File: config.mk
export PLATFORM = sky130hd
export DESIGN_NAME = ams_seq
export DESIGN_NICKNAME = d
export VERILOG_FILES = /design/src/design/ams_pkg.sv /design/src/design/ams_seq.sv /design/src/design/ams_brg.sv
export SDC_FILE = /design/constraint.sdc
export NUM_CORES = 1
export LEC_CHECK = 0
export BUFFER_PORTS_ARGS = -buffer_cell sky130_fd_sc_hd__buf_4
export CAP_MARGIN = 0
export CORE_ASPECT_RATIO = 0.7
export CORE_UTILIZATION = 51
export CTS_BUF_LIST = sky130_fd_sc_hd__clkbuf_16
export DETAILED_ROUTE_END_ITERATION = 8
export PLACE_DENSITY_LB_ADDON = 0.2
export RECOVER_POWER = 25
export SETUP_SLACK_MARGIN = 0.05
export SLEW_MARGIN = 40
export SYNTH_ARGS = -nofsm -noshare
export SYNTH_HDL_FRONTEND = slang
export SYNTH_HIERARCHICAL = 1
export SYNTH_SLANG_ARGS = --single-unit
File: constraint.sdc
create_clock -name ref_clk -period 2.4 [get_ports ref_clk]
set_input_delay 0.12 -clock ref_clk [delete_from_list [all_inputs] [get_ports ref_clk]]
set_output_delay 0.12 -clock ref_clk [all_outputs]
set_load 0.01 [all_outputs]
File: src/design/ams_pkg.sv
// constants for the i2c acknowledge / stop sequencer
// assumes a single 10 MHz clock and an apb register bus
package ams_pkg;
	// ====================================
	// register byte offsets
	localparam logic [7:0] CTRL_OFS = 8'h00;
	localparam logic [7:0] STAT_OFS = 8'h04;
	localparam logic [7:0] BRG_OFS = 8'h08;
	localparam logic [7:0] BUF_OFS = 8'h0c;
	// ====================================
	// control fields
	localparam int ACK_START_BIT = 0;
	localparam int ACK_VALUE_BIT = 1;
	localparam int STOP_START_BIT = 2;
	localparam int HOLD_SCL_BIT = 3;
	// status fields
	localparam int STOP_DET_BIT = 0;
	localparam int WRITE_COLLISION_FLAG_BIT = 1;
	localparam int IRQ_BIT = 2;
	localparam int BUSY_BIT = 3;
	// ====================================
	// reset values
	localparam logic [7:0] BRG_RESET = 8'h09;
	localparam logic [7:0] BUF_RESET = 8'h00;
	typedef enum logic [2:0] {
		AMS_IDLE,
		AMS_ACK_LOW,
		AMS_ACK_WAITHI,
		AMS_ACK_HIGH,
		AMS_STOP_SDALOW,
		AMS_STOP_SCLHI,
		AMS_STOP_SDAHI,
		AMS_STOP_DONE
	} ams_state_t;
endpackage

File: src/design/ams_seq.sv
// i2c master acknowledge and stop sequencer with apb registers
// assumes open-drain scl/sda resolved outside; pins are asynchronous
// Summary of operation
// - ack start bit set: pull scl low, put ack value on sda
// - after one rollover period release scl
// - once scl seen high, count one period, then pull scl low
// - ack end: clear start bit, stop generator, go idle
// - buffer write during ack sets collision flag, buffer unchanged
// - scl held low after ninth falling edge at transfer end
// - stop start: pull sda low; when seen low reload and count
// - on timeout release scl, one period later release sda
// - stop detected set when sda high while scl high
// - one period after stop detect clear start bit, set irq flag
// - buffer write during stop sets collision flag, write ignored
//
// Decided for this implementation: the APB slave port and the address map.
`timescale 1ns/1ps
module ams_seq (
	// clock and reset
	input wire logic ref_clk,
	input wire logic srst,
	// apb slave
	input wire logic psel,
	input wire logic penable,
	input wire logic pwrite,
	input wire logic [7:0] paddr,
	input wire logic [31:0] pwdata,
	output logic [31:0] prdata,
	output logic pready,
	output logic pslverr,
	// i2c pins
	input wire logic sclIn,
	output logic sclOut,
	output logic sclOe,
	input wire logic sdaIn,
	output logic sdaOut,
	output logic sdaOe,
	// interrupt flag level
	output logic portIrqFlag
);
	import ams_pkg::*;

	// ====================================
	// pin synchronisers
	// reset to the pulled-up idle level, so no false low follows reset
	logic sclMeta_q, sclSync_q, sdaMeta_q, sdaSync_q;
	always_ff @(posedge ref_clk) begin
		if (srst) begin
			sclMeta_q <= 1'b1;
			sclSync_q <= 1'b1;
			sdaMeta_q <= 1'b1;
			sdaSync_q <= 1'b1;
		end else begin
			sclMeta_q <= sclIn;
			sclSync_q <= sclMeta_q;
			sdaMeta_q <= sdaIn;
			sdaSync_q <= sdaMeta_q;
		end
	end

	// ====================================
	// apb decode
	logic wrEn, rdEn, mapped;
	assign wrEn = psel && penable && pwrite;
	assign rdEn = psel && !penable && !pwrite;
	assign mapped = (paddr == CTRL_OFS) || (paddr == STAT_OFS) || (paddr == BRG_OFS) || (paddr == BUF_OFS);
	// no wait states: read data is captured in setup and stands through access
	assign pready = 1'b1;
	assign pslverr = psel && penable && !mapped;

	// ====================================
	// registers and sequencer
	ams_state_t state_q, state_d;
	logic ackStart_q, ackStart_d, ackValue_q, ackValue_d;
	logic stopStart_q, stopStart_d, holdScl_q, holdScl_d;
	logic stopDet_q, stopDet_d, write_collision_flag_q, write_collision_flag_d, irq_q, irq_d;
	logic [7:0] brg_q, brg_d, buf_q, buf_d;
	logic sclLow_q, sclLow_d, sdaLow_q, sdaLow_d;
	logic [31:0] prdata_q, prdata_d;
	logic brgRun, brgLoad, tick, seqBusy;
	logic brgRun_q, brgRun_d;

	// a start bit not yet taken up by the sequencer counts as busy too,
	// so a buffer write in that very cycle still collides
	assign seqBusy = (state_q != AMS_IDLE) || ackStart_q || stopStart_q;

	// ====================================
	// generator run history
	// first cycle of the stop countdown needs a reload, remembered here
	always_comb begin
		brgRun_d = brgRun;
	end
	always_ff @(posedge ref_clk) begin
		if (srst) begin
			brgRun_q <= 1'b0;
		end else begin
			brgRun_q <= brgRun_d;
		end
	end

	// period shared by both sequences
	ams_brg brgInst (
		.ref_clk(ref_clk),
		.srst(srst),
		.run(brgRun),
		.load(brgLoad),
		.reload(brg_q),
		.tick(tick)
	);

	// ====================================
	// next values of the sequencer and registers
	always_comb begin
		state_d = state_q;
		ackStart_d = ackStart_q;
		ackValue_d = ackValue_q;
		stopStart_d = stopStart_q;
		holdScl_d = holdScl_q;
		stopDet_d = stopDet_q;
		write_collision_flag_d = write_collision_flag_q;
		irq_d = irq_q;
		brg_d = brg_q;
		buf_d = buf_q;
		sclLow_d = sclLow_q;
		sdaLow_d = sdaLow_q;
		brgRun = 1'b0;
		brgLoad = 1'b0;
		prdata_d = prdata_q;

		// software writes; a set from hardware below wins over a clear here
		if (wrEn) begin
			unique case (paddr)
				CTRL_OFS: begin
					if (!seqBusy) begin
						ackValue_d = pwdata[ACK_VALUE_BIT];
						ackStart_d = pwdata[ACK_START_BIT];
						stopStart_d = pwdata[STOP_START_BIT] && !pwdata[ACK_START_BIT];
					end
					holdScl_d = pwdata[HOLD_SCL_BIT];
				end
				STAT_OFS: begin
					// write one to clear
					if (pwdata[STOP_DET_BIT]) stopDet_d = 1'b0;
					if (pwdata[WRITE_COLLISION_FLAG_BIT]) write_collision_flag_d = 1'b0;
					if (pwdata[IRQ_BIT]) irq_d = 1'b0;
				end
				BRG_OFS: begin
					brg_d = pwdata[7:0];
				end
				BUF_OFS: begin
					if (seqBusy) begin
						write_collision_flag_d = 1'b1;
					end else begin
						buf_d = pwdata[7:0];
					end
				end
				default: begin
				end
			endcase
		end

		unique case (state_q)
			AMS_IDLE: begin
				// idle keeps scl low after the ninth clock while held
				sclLow_d = holdScl_q;
				sdaLow_d = 1'b0;
				if (ackStart_q) begin
					sclLow_d = 1'b1;
					sdaLow_d = !ackValue_q;
					brgLoad = 1'b1;
					brgRun = 1'b1;
					state_d = AMS_ACK_LOW;
				end else if (stopStart_q) begin
					sclLow_d = 1'b1;
					sdaLow_d = 1'b1;
					state_d = AMS_STOP_SDALOW;
				end
			end
			AMS_ACK_LOW: begin
				brgRun = 1'b1;
				if (tick) begin
					sclLow_d = 1'b0;
					state_d = AMS_ACK_WAITHI;
				end
			end
			AMS_ACK_WAITHI: begin
				// a slave stretching scl holds us here
				if (sclSync_q) begin
					brgLoad = 1'b1;
					brgRun = 1'b1;
					state_d = AMS_ACK_HIGH;
				end
			end
			AMS_ACK_HIGH: begin
				brgRun = 1'b1;
				if (tick) begin
					sclLow_d = 1'b1;
					sdaLow_d = 1'b0;
					ackStart_d = 1'b0;
					state_d = AMS_IDLE;
				end
			end
			AMS_STOP_SDALOW: begin
				// nothing counts until the line is seen low; a stuck bus waits here
				if (!sdaSync_q) begin
					brgRun = 1'b1;
					brgLoad = !brgRun_q;
					if (tick) begin
						sclLow_d = 1'b0;
						state_d = AMS_STOP_SCLHI;
					end
				end
			end
			AMS_STOP_SCLHI: begin
				brgRun = 1'b1;
				if (tick) begin
					sdaLow_d = 1'b0;
					state_d = AMS_STOP_SDAHI;
				end
			end
			AMS_STOP_SDAHI: begin
				// a slave may still stretch scl; detection waits for both lines
				if (sdaSync_q && sclSync_q) begin
					stopDet_d = 1'b1;
					brgLoad = 1'b1;
					brgRun = 1'b1;
					state_d = AMS_STOP_DONE;
				end
			end
			AMS_STOP_DONE: begin
				// flag follows the status by one period, so software sees both
				brgRun = 1'b1;
				if (tick) begin
					stopStart_d = 1'b0;
					irq_d = 1'b1;
					state_d = AMS_IDLE;
				end
			end
		endcase

		if (rdEn) begin
			prdata_d = 32'h0000_0000;
			unique case (paddr)
				CTRL_OFS: begin
					prdata_d[ACK_START_BIT] = ackStart_q;
					prdata_d[ACK_VALUE_BIT] = ackValue_q;
					prdata_d[STOP_START_BIT] = stopStart_q;
					prdata_d[HOLD_SCL_BIT] = holdScl_q;
				end
				STAT_OFS: begin
					prdata_d[STOP_DET_BIT] = stopDet_q;
					prdata_d[WRITE_COLLISION_FLAG_BIT] = write_collision_flag_q;
					prdata_d[IRQ_BIT] = irq_q;
					prdata_d[BUSY_BIT] = seqBusy;
				end
				BRG_OFS: prdata_d[7:0] = brg_q;
				BUF_OFS: prdata_d[7:0] = buf_q;
				default: begin
				end
			endcase
		end
	end

	always_ff @(posedge ref_clk) begin
		if (srst) begin
			state_q <= AMS_IDLE;
			ackStart_q <= 1'b0;
			ackValue_q <= 1'b0;
			stopStart_q <= 1'b0;
			holdScl_q <= 1'b0;
			stopDet_q <= 1'b0;
			write_collision_flag_q <= 1'b0;
			irq_q <= 1'b0;
			brg_q <= BRG_RESET;
			buf_q <= BUF_RESET;
			sclLow_q <= 1'b0;
			sdaLow_q <= 1'b0;
			prdata_q <= 32'h0000_0000;
		end else begin
			state_q <= state_d;
			ackStart_q <= ackStart_d;
			ackValue_q <= ackValue_d;
			stopStart_q <= stopStart_d;
			holdScl_q <= holdScl_d;
			stopDet_q <= stopDet_d;
			write_collision_flag_q <= write_collision_flag_d;
			irq_q <= irq_d;
			brg_q <= brg_d;
			buf_q <= buf_d;
			sclLow_q <= sclLow_d;
			sdaLow_q <= sdaLow_d;
			prdata_q <= prdata_d;
		end
	end

	// ====================================
	// outputs: open drain, only ever drive low
	// a high level only ever comes from the bus pull-ups
	assign sclOut = 1'b0;
	assign sclOe = sclLow_q;
	assign sdaOut = 1'b0;
	assign sdaOe = sdaLow_q;
	assign prdata = prdata_q;
	assign portIrqFlag = irq_q;
endmodule

File: src/design/ams_brg.sv
// baud rate generator: reloadable down counter
// assumes the sequencer gives a load pulse and a run level
`timescale 1ns/1ps
module ams_brg (
	// clock and reset
	input wire logic ref_clk,
	input wire logic srst,
	// control
	input wire logic run,
	input wire logic load,
	input wire logic [7:0] reload,
	// rollover pulse
	output logic tick
);
	import ams_pkg::*;
	logic [7:0] cnt_q, cnt_d;
	always_comb begin
		cnt_d = cnt_q;
		if (load || !run) begin
			cnt_d = reload;
		end else if (cnt_q == 8'h00) begin
			cnt_d = reload;
		end else begin
			cnt_d = cnt_q - 8'h01;
		end
	end
	always_ff @(posedge ref_clk) begin
		if (srst) begin
			cnt_q <= BRG_RESET;
		end else begin
			cnt_q <= cnt_d;
		end
	end
	// one period is reload+1 cycles
	assign tick = run && !load && (cnt_q == 8'h00);
endmodule

* Yosys cells after proc, flatten, opt, wreduce, memory -nomap -nowiden *
Index checks and enable logic that the tools add are counted.

word-level totals
  register bits after elaboration = 49
  bits of input ports = 47
  output and inout bits = 39

operators by class
  add/sub/neg operators = 1
  eq/ne operators = 22
  mux-type cells = 54
  bitwise operators = 1
  reductions and logical operators = 41

operators with widths
  kind                                                                     number
  1-bit 2-to-1 mux                                                         35
  3-bit 2-to-1 mux                                                         9
  3-bit one-hot mux with 7 select lines                                    1
  8-bit by 4-bit equality test with 1-bit output, second input constant    2
  8-bit logical NOT                                                        2
  8-bit 2-to-1 mux                                                         2
  4-bit one-hot mux with 4 select lines                                    1
  3-bit equality test, second input constant                               4
  2-bit by 1-bit inequality test with 1-bit output, second input constant  6
  2-bit inequality test, second input constant                             5
  1-bit logical AND                                                        9
  3-bit AND reduction                                                      3
  8-bit by 3-bit equality test with 1-bit output, second input constant    1
  1-bit logical NOT                                                        8
  1-bit one-hot mux with 4 select lines                                    2
  4-bit one-hot mux with 2 select lines                                    1
  8-bit AND reduction                                                      1
  8-bit by 1-bit subtractor with 8-bit output, second input constant       1
  3-bit by 2-bit equality test with 1-bit output, second input constant    2
  1-bit logical OR                                                         6
  2-bit AND reduction                                                      3
  1-bit one-hot mux with 5 select lines                                    1
  1-bit one-hot mux with 2 select lines                                    2
  4-bit AND reduction                                                      1
  9 further kinds                                                          11

* Logic depth before layout (Yosys ltp) *
Gate-level depths: netlist of run 1.

  word-level depth = 9
  gate-level depth with buffers = 10
  gate-level depth less buffers = 10

* Modules after synthesis *
The synthesis of run 1 kept the hierarchy.

modules (own cells, without submodules)
  module   instances  cells each  area an instance (µm²)  seq. area each (µm²)
  ams_seq  1          247         2,187.1                 820.8
  ams_brg  1          50          457.9                   160.2

* Worst setup path before layout of run 1 *
No wires, ideal clock.

  kind = flip-flop to flip-flop
  from = register state_q[2]
  to = register sclLow_q (netlist: sclOe)
  setup time = 0.133 ns
  arrival time = 1.892 ns
  data required time = 2.267 ns
  slack = 0.375 ns
  stages on the path, launching flop included = 11
  path buffers = 1
  path through = dfxtp_1 > buf_2 > nor2b_1 > nor3_1 > o21bai_1 > nand2b_1 > nor2_1 > nand2b_1 > a211oi_1 > o22a_1 > nor3_1

between the ends
  longest elaborated chain between the ends = 8
  elaborated cells on any way between the ends = 21
  classes of those cells = eq/ne (9); mux (5); reduce/logical (7)

RTL lines
  what                                               RTL line        RTL
  start, declared                                    ams_seq.sv:73   ams_state_t state_q, state_d;
  start signal, assigned                             ams_seq.sv:280  state_q <= state_d;
  3-bit equality test, or another cell as far along  ams_seq.sv:162  unique case (state_q)
  4-bit OR reduction (no line)                       --
  1-bit one-hot mux with 5 select lines *            ams_seq.sv:162
  named net brgRun                                   ams_seq.sv:80   logic brgRun, brgLoad, tick, seqBusy;
  1-bit logical AND * (2 in series)                  ams_brg.sv:35   assign tick = run && !load && (cnt_q == 8'h00);
  named net tick                                     ams_seq.sv:80
  1-bit 2-to-1 mux (2 in series)                     --
  1-bit one-hot mux with 4 select lines              ams_seq.sv:162
  end signal, assigned                               ams_seq.sv:290  sclLow_q <= sclLow_d;
  end, declared                                      ams_seq.sv:78   logic sclLow_q, sclLow_d, sdaLow_q, sdaLow_d;

The timed path passes the listed nets; every way through them passes the cells marked *. The select of a mux whose other input is x is not followed.
A chain may end at the register's enable or synchronous reset.

* Worst setup path after layout of run 1 *
  from = register sdaSync_q
  to = register sclLow_q (netlist: sclOe)

between the ends
  longest elaborated chain between the ends = 9
  elaborated cells on any way between the ends = 15
  classes of those cells = eq/ne (2); mux (8); reduce/logical (5)

RTL lines
  what                                     RTL line        RTL
  start, declared                          ams_seq.sv:46   logic sclMeta_q, sclSync_q, sdaMeta_q, sdaSync_q;
  start signal, assigned                   ams_seq.sv:57   sdaSync_q <= sdaMeta_q;
  1-bit logical AND                        ams_seq.sv:223  if (sdaSync_q && sclSync_q) begin
  1-bit 2-to-1 mux                         ams_seq.sv:223
  1-bit one-hot mux with 4 select lines *  ams_seq.sv:162
  named net brgLoad                        ams_seq.sv:80
  1-bit logical NOT *                      ams_brg.sv:35
  1-bit logical AND * (2 in series)        ams_brg.sv:35
  named net tick                           ams_seq.sv:80
  1-bit 2-to-1 mux (2 in series)           --
  1-bit one-hot mux with 4 select lines    --

Marks and branches as above.

==> flow_summary.yaml, run 1 <==
finish:
  drive_gt1_frac: 0.180
  fin_nets: 375
  diodes: 0
  stdcell_count: 396
  layout_common_cells: "49 x dfxtp_1, 29 x buf_4, 27 x nor2_1, 27 x conb_1, 23 x a21oi_1"
  area_growth_pct: 11.4
  final_common_cell: "dfxtp_1"
route:
  drc: 0
  via_per_inst: 5.36
  routedWlPerCell_um: 13.8
  vias: 2123
  drtIter0Drc: 172
  firstDrtPassIters: 4
  detail-route-antenna-nets: 0
  wirelength_um: 5460
flow_run:
  drv_cap: 0
sta:
  relSlewSlack: 0.493
  tns_ns: 0
  period_needed_ns: 2.11
  report.final.slew_viol_count: 0
  final_hold_viol_count: 0
  worst_pin_slew_ns: 0.759
  finalSetupViolations: 0
  fmax_mhz: 474
  final.period_utilization: 0.879
  rsz0062_at_grt: "false"
  fin_worst_skew_ns: 0.00479
yosys:
  yosysTopAreaCell: "dfxtp_1"
  ys_seq_area_frac: 0.371
  synthSimpleGateAreaFrac: 0.231
  synth_fa_ha_area_frac: 0.00946
  synth_xor_xnor_area_share: 0.0265
  ys_top_cells_by_area: "dfxtp_1 37%, buf_4 8.2%, a21oi_1 4.4%"
  yosysTopAreaCellShare: 0.371
  ys_types: 55
  synth_top_family_by_area: "simple AND/OR/NAND/NOR gates"
  ys_seq_elements: 49
  async_flop_share: 0
  synth-compound-area-share: 0.156
  synth_edf_count: 0
  synthMuxAreaShare: 0.0804
  netlist_area_um2: 2650
  ys_warn_count: 6
  avgSynthCellArea_um2: 8.91
  yosys_most_used_dff: "dfxtp_1"
  netlist_instances: 297
global_routing:
  grt_pass1_vias: 1816
  grt_first_pass_wirelength_um: 9030
  antenna_found_initial: 0
  track_usage: 0.214
  overflow: 0
  grt_max_degree: 51
setup_path:
  cp_data_required_time_ns: 2.56
  critPathArrivalTime_ns: 2.27
  end_kind: "flip-flop"
  reg2reg_slack_ns: 0.29
  start_kind: "flip-flop"
  crit_type: "flip-flop to flip-flop"
  reg2reg_to: "sclOe"
  r2r-start: "sdaSync_q"
  cp_max_fo: 5
  r2r_cells: 10
clock_network:
  cts.sinks: 49
  htree_levels: 2
  cts_tree: "done"
  clkSlewWorstSetupHoldPaths_ns: 0.07
  cts_setup_buffers: 0
  cts_buffers: 5
  worstSkewPairLatency_ns: 0.29
  clock_path_buffers: 2
  ctsResizeCount: 0
  cts_root_buf: "clkbuf_16"
  holdBufCountCts: 0
floorplan:
  core-area_um2: 4890
  dieArea_um2: 5480
  rows: 21
  die_h_um: 62.3
  initial_core_util: 0.541
  io-pin-count: 86
  dieWidth_um: 88.1
hold_path:
  min_path_type: "primary input to flip-flop"
  whs_path_depth: 2
  whs_endpoint: "sdaMeta_q"
  worstHoldStart: "sdaIn"
placed_design:
  hpwl_um: 3800
  dp.cells: 388
  port_buffers: 34
  place.gp.congestion: 0.837
status:
  outcome: "finished clean"
pwr:
  power_density_nw_per_um2: 578
  finalPower_uw: 1700
  p_leak_uw: 0.00115
  vdd_drop_max_mv: 0.336
[critical path: stages, from the launching register on]
cell,delay (ns)
dfxtp_1,0.38
nand2b_1,0.16
nor2_1,0.05
nor3_1,0.20
nor3_1,0.07
nand2b_1,0.20
nor2_2,0.26
nand2b_1,0.10
a211oi_1,0.34
o22a_1,0.18
nor3_1,0.04
[cells by family after synthesis]
group | count (synthesis)
and+or+nand+nor | 110
buffers and inverters | 49
adders and majority gates | 2
AOI/OAI and AO/OA | 60
DFF | 49
xor gates and xnor gates | 8
other | 2
muxes | 17
[how the worst max path moves through the flow]
stage | startpoint | endpoint | slack (ns) | depth (start not counted)
floorplan | state_q[2] | sclOe | 0.38 | 10
global placement | sdaSync_q | sclOe | 0.28 | 9
detailed placement | sdaSync_q | sclOe | 0.22 | 9
CTS | sdaSync_q | sclOe | 0.21 | 9
global route | sdaSync_q | sclOe | 0.09 | 10
finish | sdaSync_q | sclOe | 0.29 | 10
[layout make-up]
class | count | area, um2
well taps | 69 | 86.3
clock inverters | 3 | 37.5
flip-flops and latches | 49 | 981
clock buffers | 5 | 125
inverters | 6 | 22.5
multi-input cells | 224 | 1440
repair buffers | 40 | 259
fillers | 467 | 1940
[state kept, by name, indices dropped and copies added (netlist names)]
signal,count
brgRun_q,1
ackValue_q,1
prdata,8
sclOe,1
portIrqFlag,1
state_q,3
brgInst/cnt_q,8
sdaSync_q,1
write_collision_flag_q,1
brg_q,8
stopStart_q,1
sclMeta_q,1
buf_q,8
sdaOe,1
holdScl_q,1
sdaMeta_q,1
ackStart_q,1
sclSync_q,1
stopDet_q,1
[Yosys cell counts (2+ instances only)]
master / n
dfxtp_1: 49
buf_4: 29
nor2_1: 28
a21oi_1: 23
nand3_1: 21
nand2_1: 18
mux2i_1: 10
a211oi_1: 8
o21ai_0: 8
clkbuf_1: 6
inv_1: 6
nand2b_1: 6
nor3_1: 6
nor2b_1: 5
xor2_1: 5
and3_1: 4
buf_2: 4
mux2_2: 4
or2_2: 4
a211o_1: 3
and2_1: 3
mux4_2: 3
xnor2_1: 3
and4b_1: 2
buf_6: 2
conb_1: 2
ha_1: 2
nor3b_1: 2
nor3b_2: 2
nor4_4: 2
o2111ai_1: 2
o31ai_1: 2
[per-layer routing]
metal | vias up | share of wire | track usage
met3 | 8 | 0.069 | 0.0505
met1 | 994 | 0.51 | 0.335
met2 | 77 | 0.41 | 0.285
met4 | 0 | 0.010 | 0.0645
met5 | - | 0 | 0
li1 | 1044 | - | -
[report_power, final]
group          internal [uW]  leakage [uW]  total, uW  switching, uW
clock network            484     0.0000826        780            295
registers                816      0.000396        818           1.72
logic                   39.0      0.000670        105           66.0
[through the flow]
step,utilization,setup WS (ns),instance area [um2],hold WS [ns]
CTS,0.611,0.213,2990,0.0111
finish,0.603,0.291,2950,0.0154
detailed placement,0.578,0.224,2820,0.308
global placement,0.578,0.277,2820,0.304
floorplan,-,0.375,2740,0.224
global route,0.603,0.0874,2950,0.00680
(Power assumes the default switching activity.)
==> run 2: changes to the inputs <==
Settings changed: CORE_UTILIZATION 51 to 38.
==> flow_summary.yaml, run 2 (synthesis results as in run 1) <==
global_routing:
  antenna_found_initial: 0
  track_usage: 0.163
  grt_pass1_vias: 1822
  grt_max_degree: 51
  grt_first_pass_wirelength_um: 9110
  overflow: 0
sta:
  tns_ns: 0
  finalSetupViolations: 0
  final.period_utilization: 0.862
  period_needed_ns: 2.07
  relSlewSlack: 0.304
  fmax_mhz: 483
  worst_pin_slew_ns: 1.04
  rsz0062_at_grt: "false"
  report.final.slew_viol_count: 0
  layout_setup_ws_ns: 0.332
  fin_worst_skew_ns: 0.00916
  hold_slack_ns: 0.0154
  final_hold_viol_count: 0
floorplan:
  rows: 25
  initial_core_util: 0.393
  io-pin-count: 86
  dieArea_um2: 7300
  die_h_um: 71.8
  dieWidth_um: 102
  core-area_um2: 6730
setup_path:
  start_kind: "flip-flop"
  crit_type: "flip-flop to flip-flop"
  cpPeakStageDelay_ns: 0.34
  critPathArrivalTime_ns: 2.20
  worst_path_most_repeated_cell: "nand2b_1"
  cp_max_fo: 5
  end_kind: "flip-flop"
  cp_top_family: "simple AND/OR/NAND/NOR gates"
  crit_slowest_cell: "dfxtp_1"
  path_buf_inv: 0
  crit_chain: "nand2b_1, a21boi_0, nor3_1, nand2b_1, nor2_2, nand2b_1, a211oi_1, o22a_1, nor3_1"
  cp_data_required_time_ns: 2.53
placed_design:
  hpwl_um: 3970
  port_buffers: 34
  place.gp.congestion: 0.810
  place_area_um2: 2850
  pre_cts_slack_ns: 0.274
clock_network:
  cts_tree: "done"
  clkSlewWorstSetupHoldPaths_ns: 0.07
  cts_root_buf: "clkbuf_16"
  holdBufCountCts: 0
  clock_path_buffers: 2
  cts_buffers: 5
  cts.sinks: 49
  htree_levels: 2
  worstSkewPairLatency_ns: 0.29
flow_run:
  drv_cap: 0
pwr:
  vdd_drop_max_mv: 0.251
  p_leak_uw: 0.00114
  power_density_nw_per_um2: 581
finish:
  area_growth_pct: 12.6
  final_common_cell: "dfxtp_1"
  layout_common_cells: "49 x dfxtp_1, 27 x nor2_1, 27 x conb_1, 27 x buf_4, 23 x a21oi_1"
  drive_gt1_frac: 0.184
  fin_area_um2: 2980
  diodes: 0
  fin_nets: 374
route:
  vias: 2042
  firstDrtPassIters: 4
  drc: 0
  drtIter0Drc: 147
  wirelength_um: 5610
  routedWlPerCell_um: 13.3
  detail-route-antenna-nets: 0
  via_per_inst: 4.86
status:
  outcome: "finished clean"
hold_path:
  min_path_type: "primary input to flip-flop"
## run 2: path summary, 6_finish.rpt
path	start	to	slack, ns	depth (start not counted)
max	sdaSync_q	sclOe	0.33	9
min	sdaIn	sdaMeta_q	0.02	2
max reg2reg	sdaSync_q	sclOe	0.33	9
min reg2reg	sclMeta_q	sclSync_q	0.42	1
## run 2: layer usage
metal,up-vias,routed length (um),GRT usage
met4,0,29,0.0242
met3,4,347,0.0459
met5,-,0,0
met2,75,2260,0.229
li1,1046,-,-
met1,917,2970,0.250
## run 2: cell type report
class,count,area [um2]
clock buffers,5,125
repair buffers,39,249
well taps,94,118
clock inverters,3,46.3
multi-input cells,224,1440
fillers,672,3750
inverters,6,22.5
flip-flops and latches,49,981
## run 2: power by group
group / switching (uW) / internal (uW)
registers: 1.80 / 816
logic: 66.7 / 38.5
clock network: 313 / 493
## run 2: per-stage QoR
| stage | instances | utilization | total power [uW] |
|---|---|---|---|
| floorplan | 322 | - | 928 |
| global placement | 412 | 0.423 | 941 |
| detailed placement | 412 | 0.423 | 942 |
| CTS | 420 | 0.449 | 1740 |
| global route | 420 | 0.443 | 1790 |
| finish | 420 | 0.443 | 1730 |
## run 2: repair_timing
| item | CTS | global route |
|---|---|---|
| endpoints found under the hold margin | 0 | 0 |
| resized for setup | 0 | 1 |
| setup buffers | 0 | 0 |
| endpoints found under the setup margin | 0 | 1 |
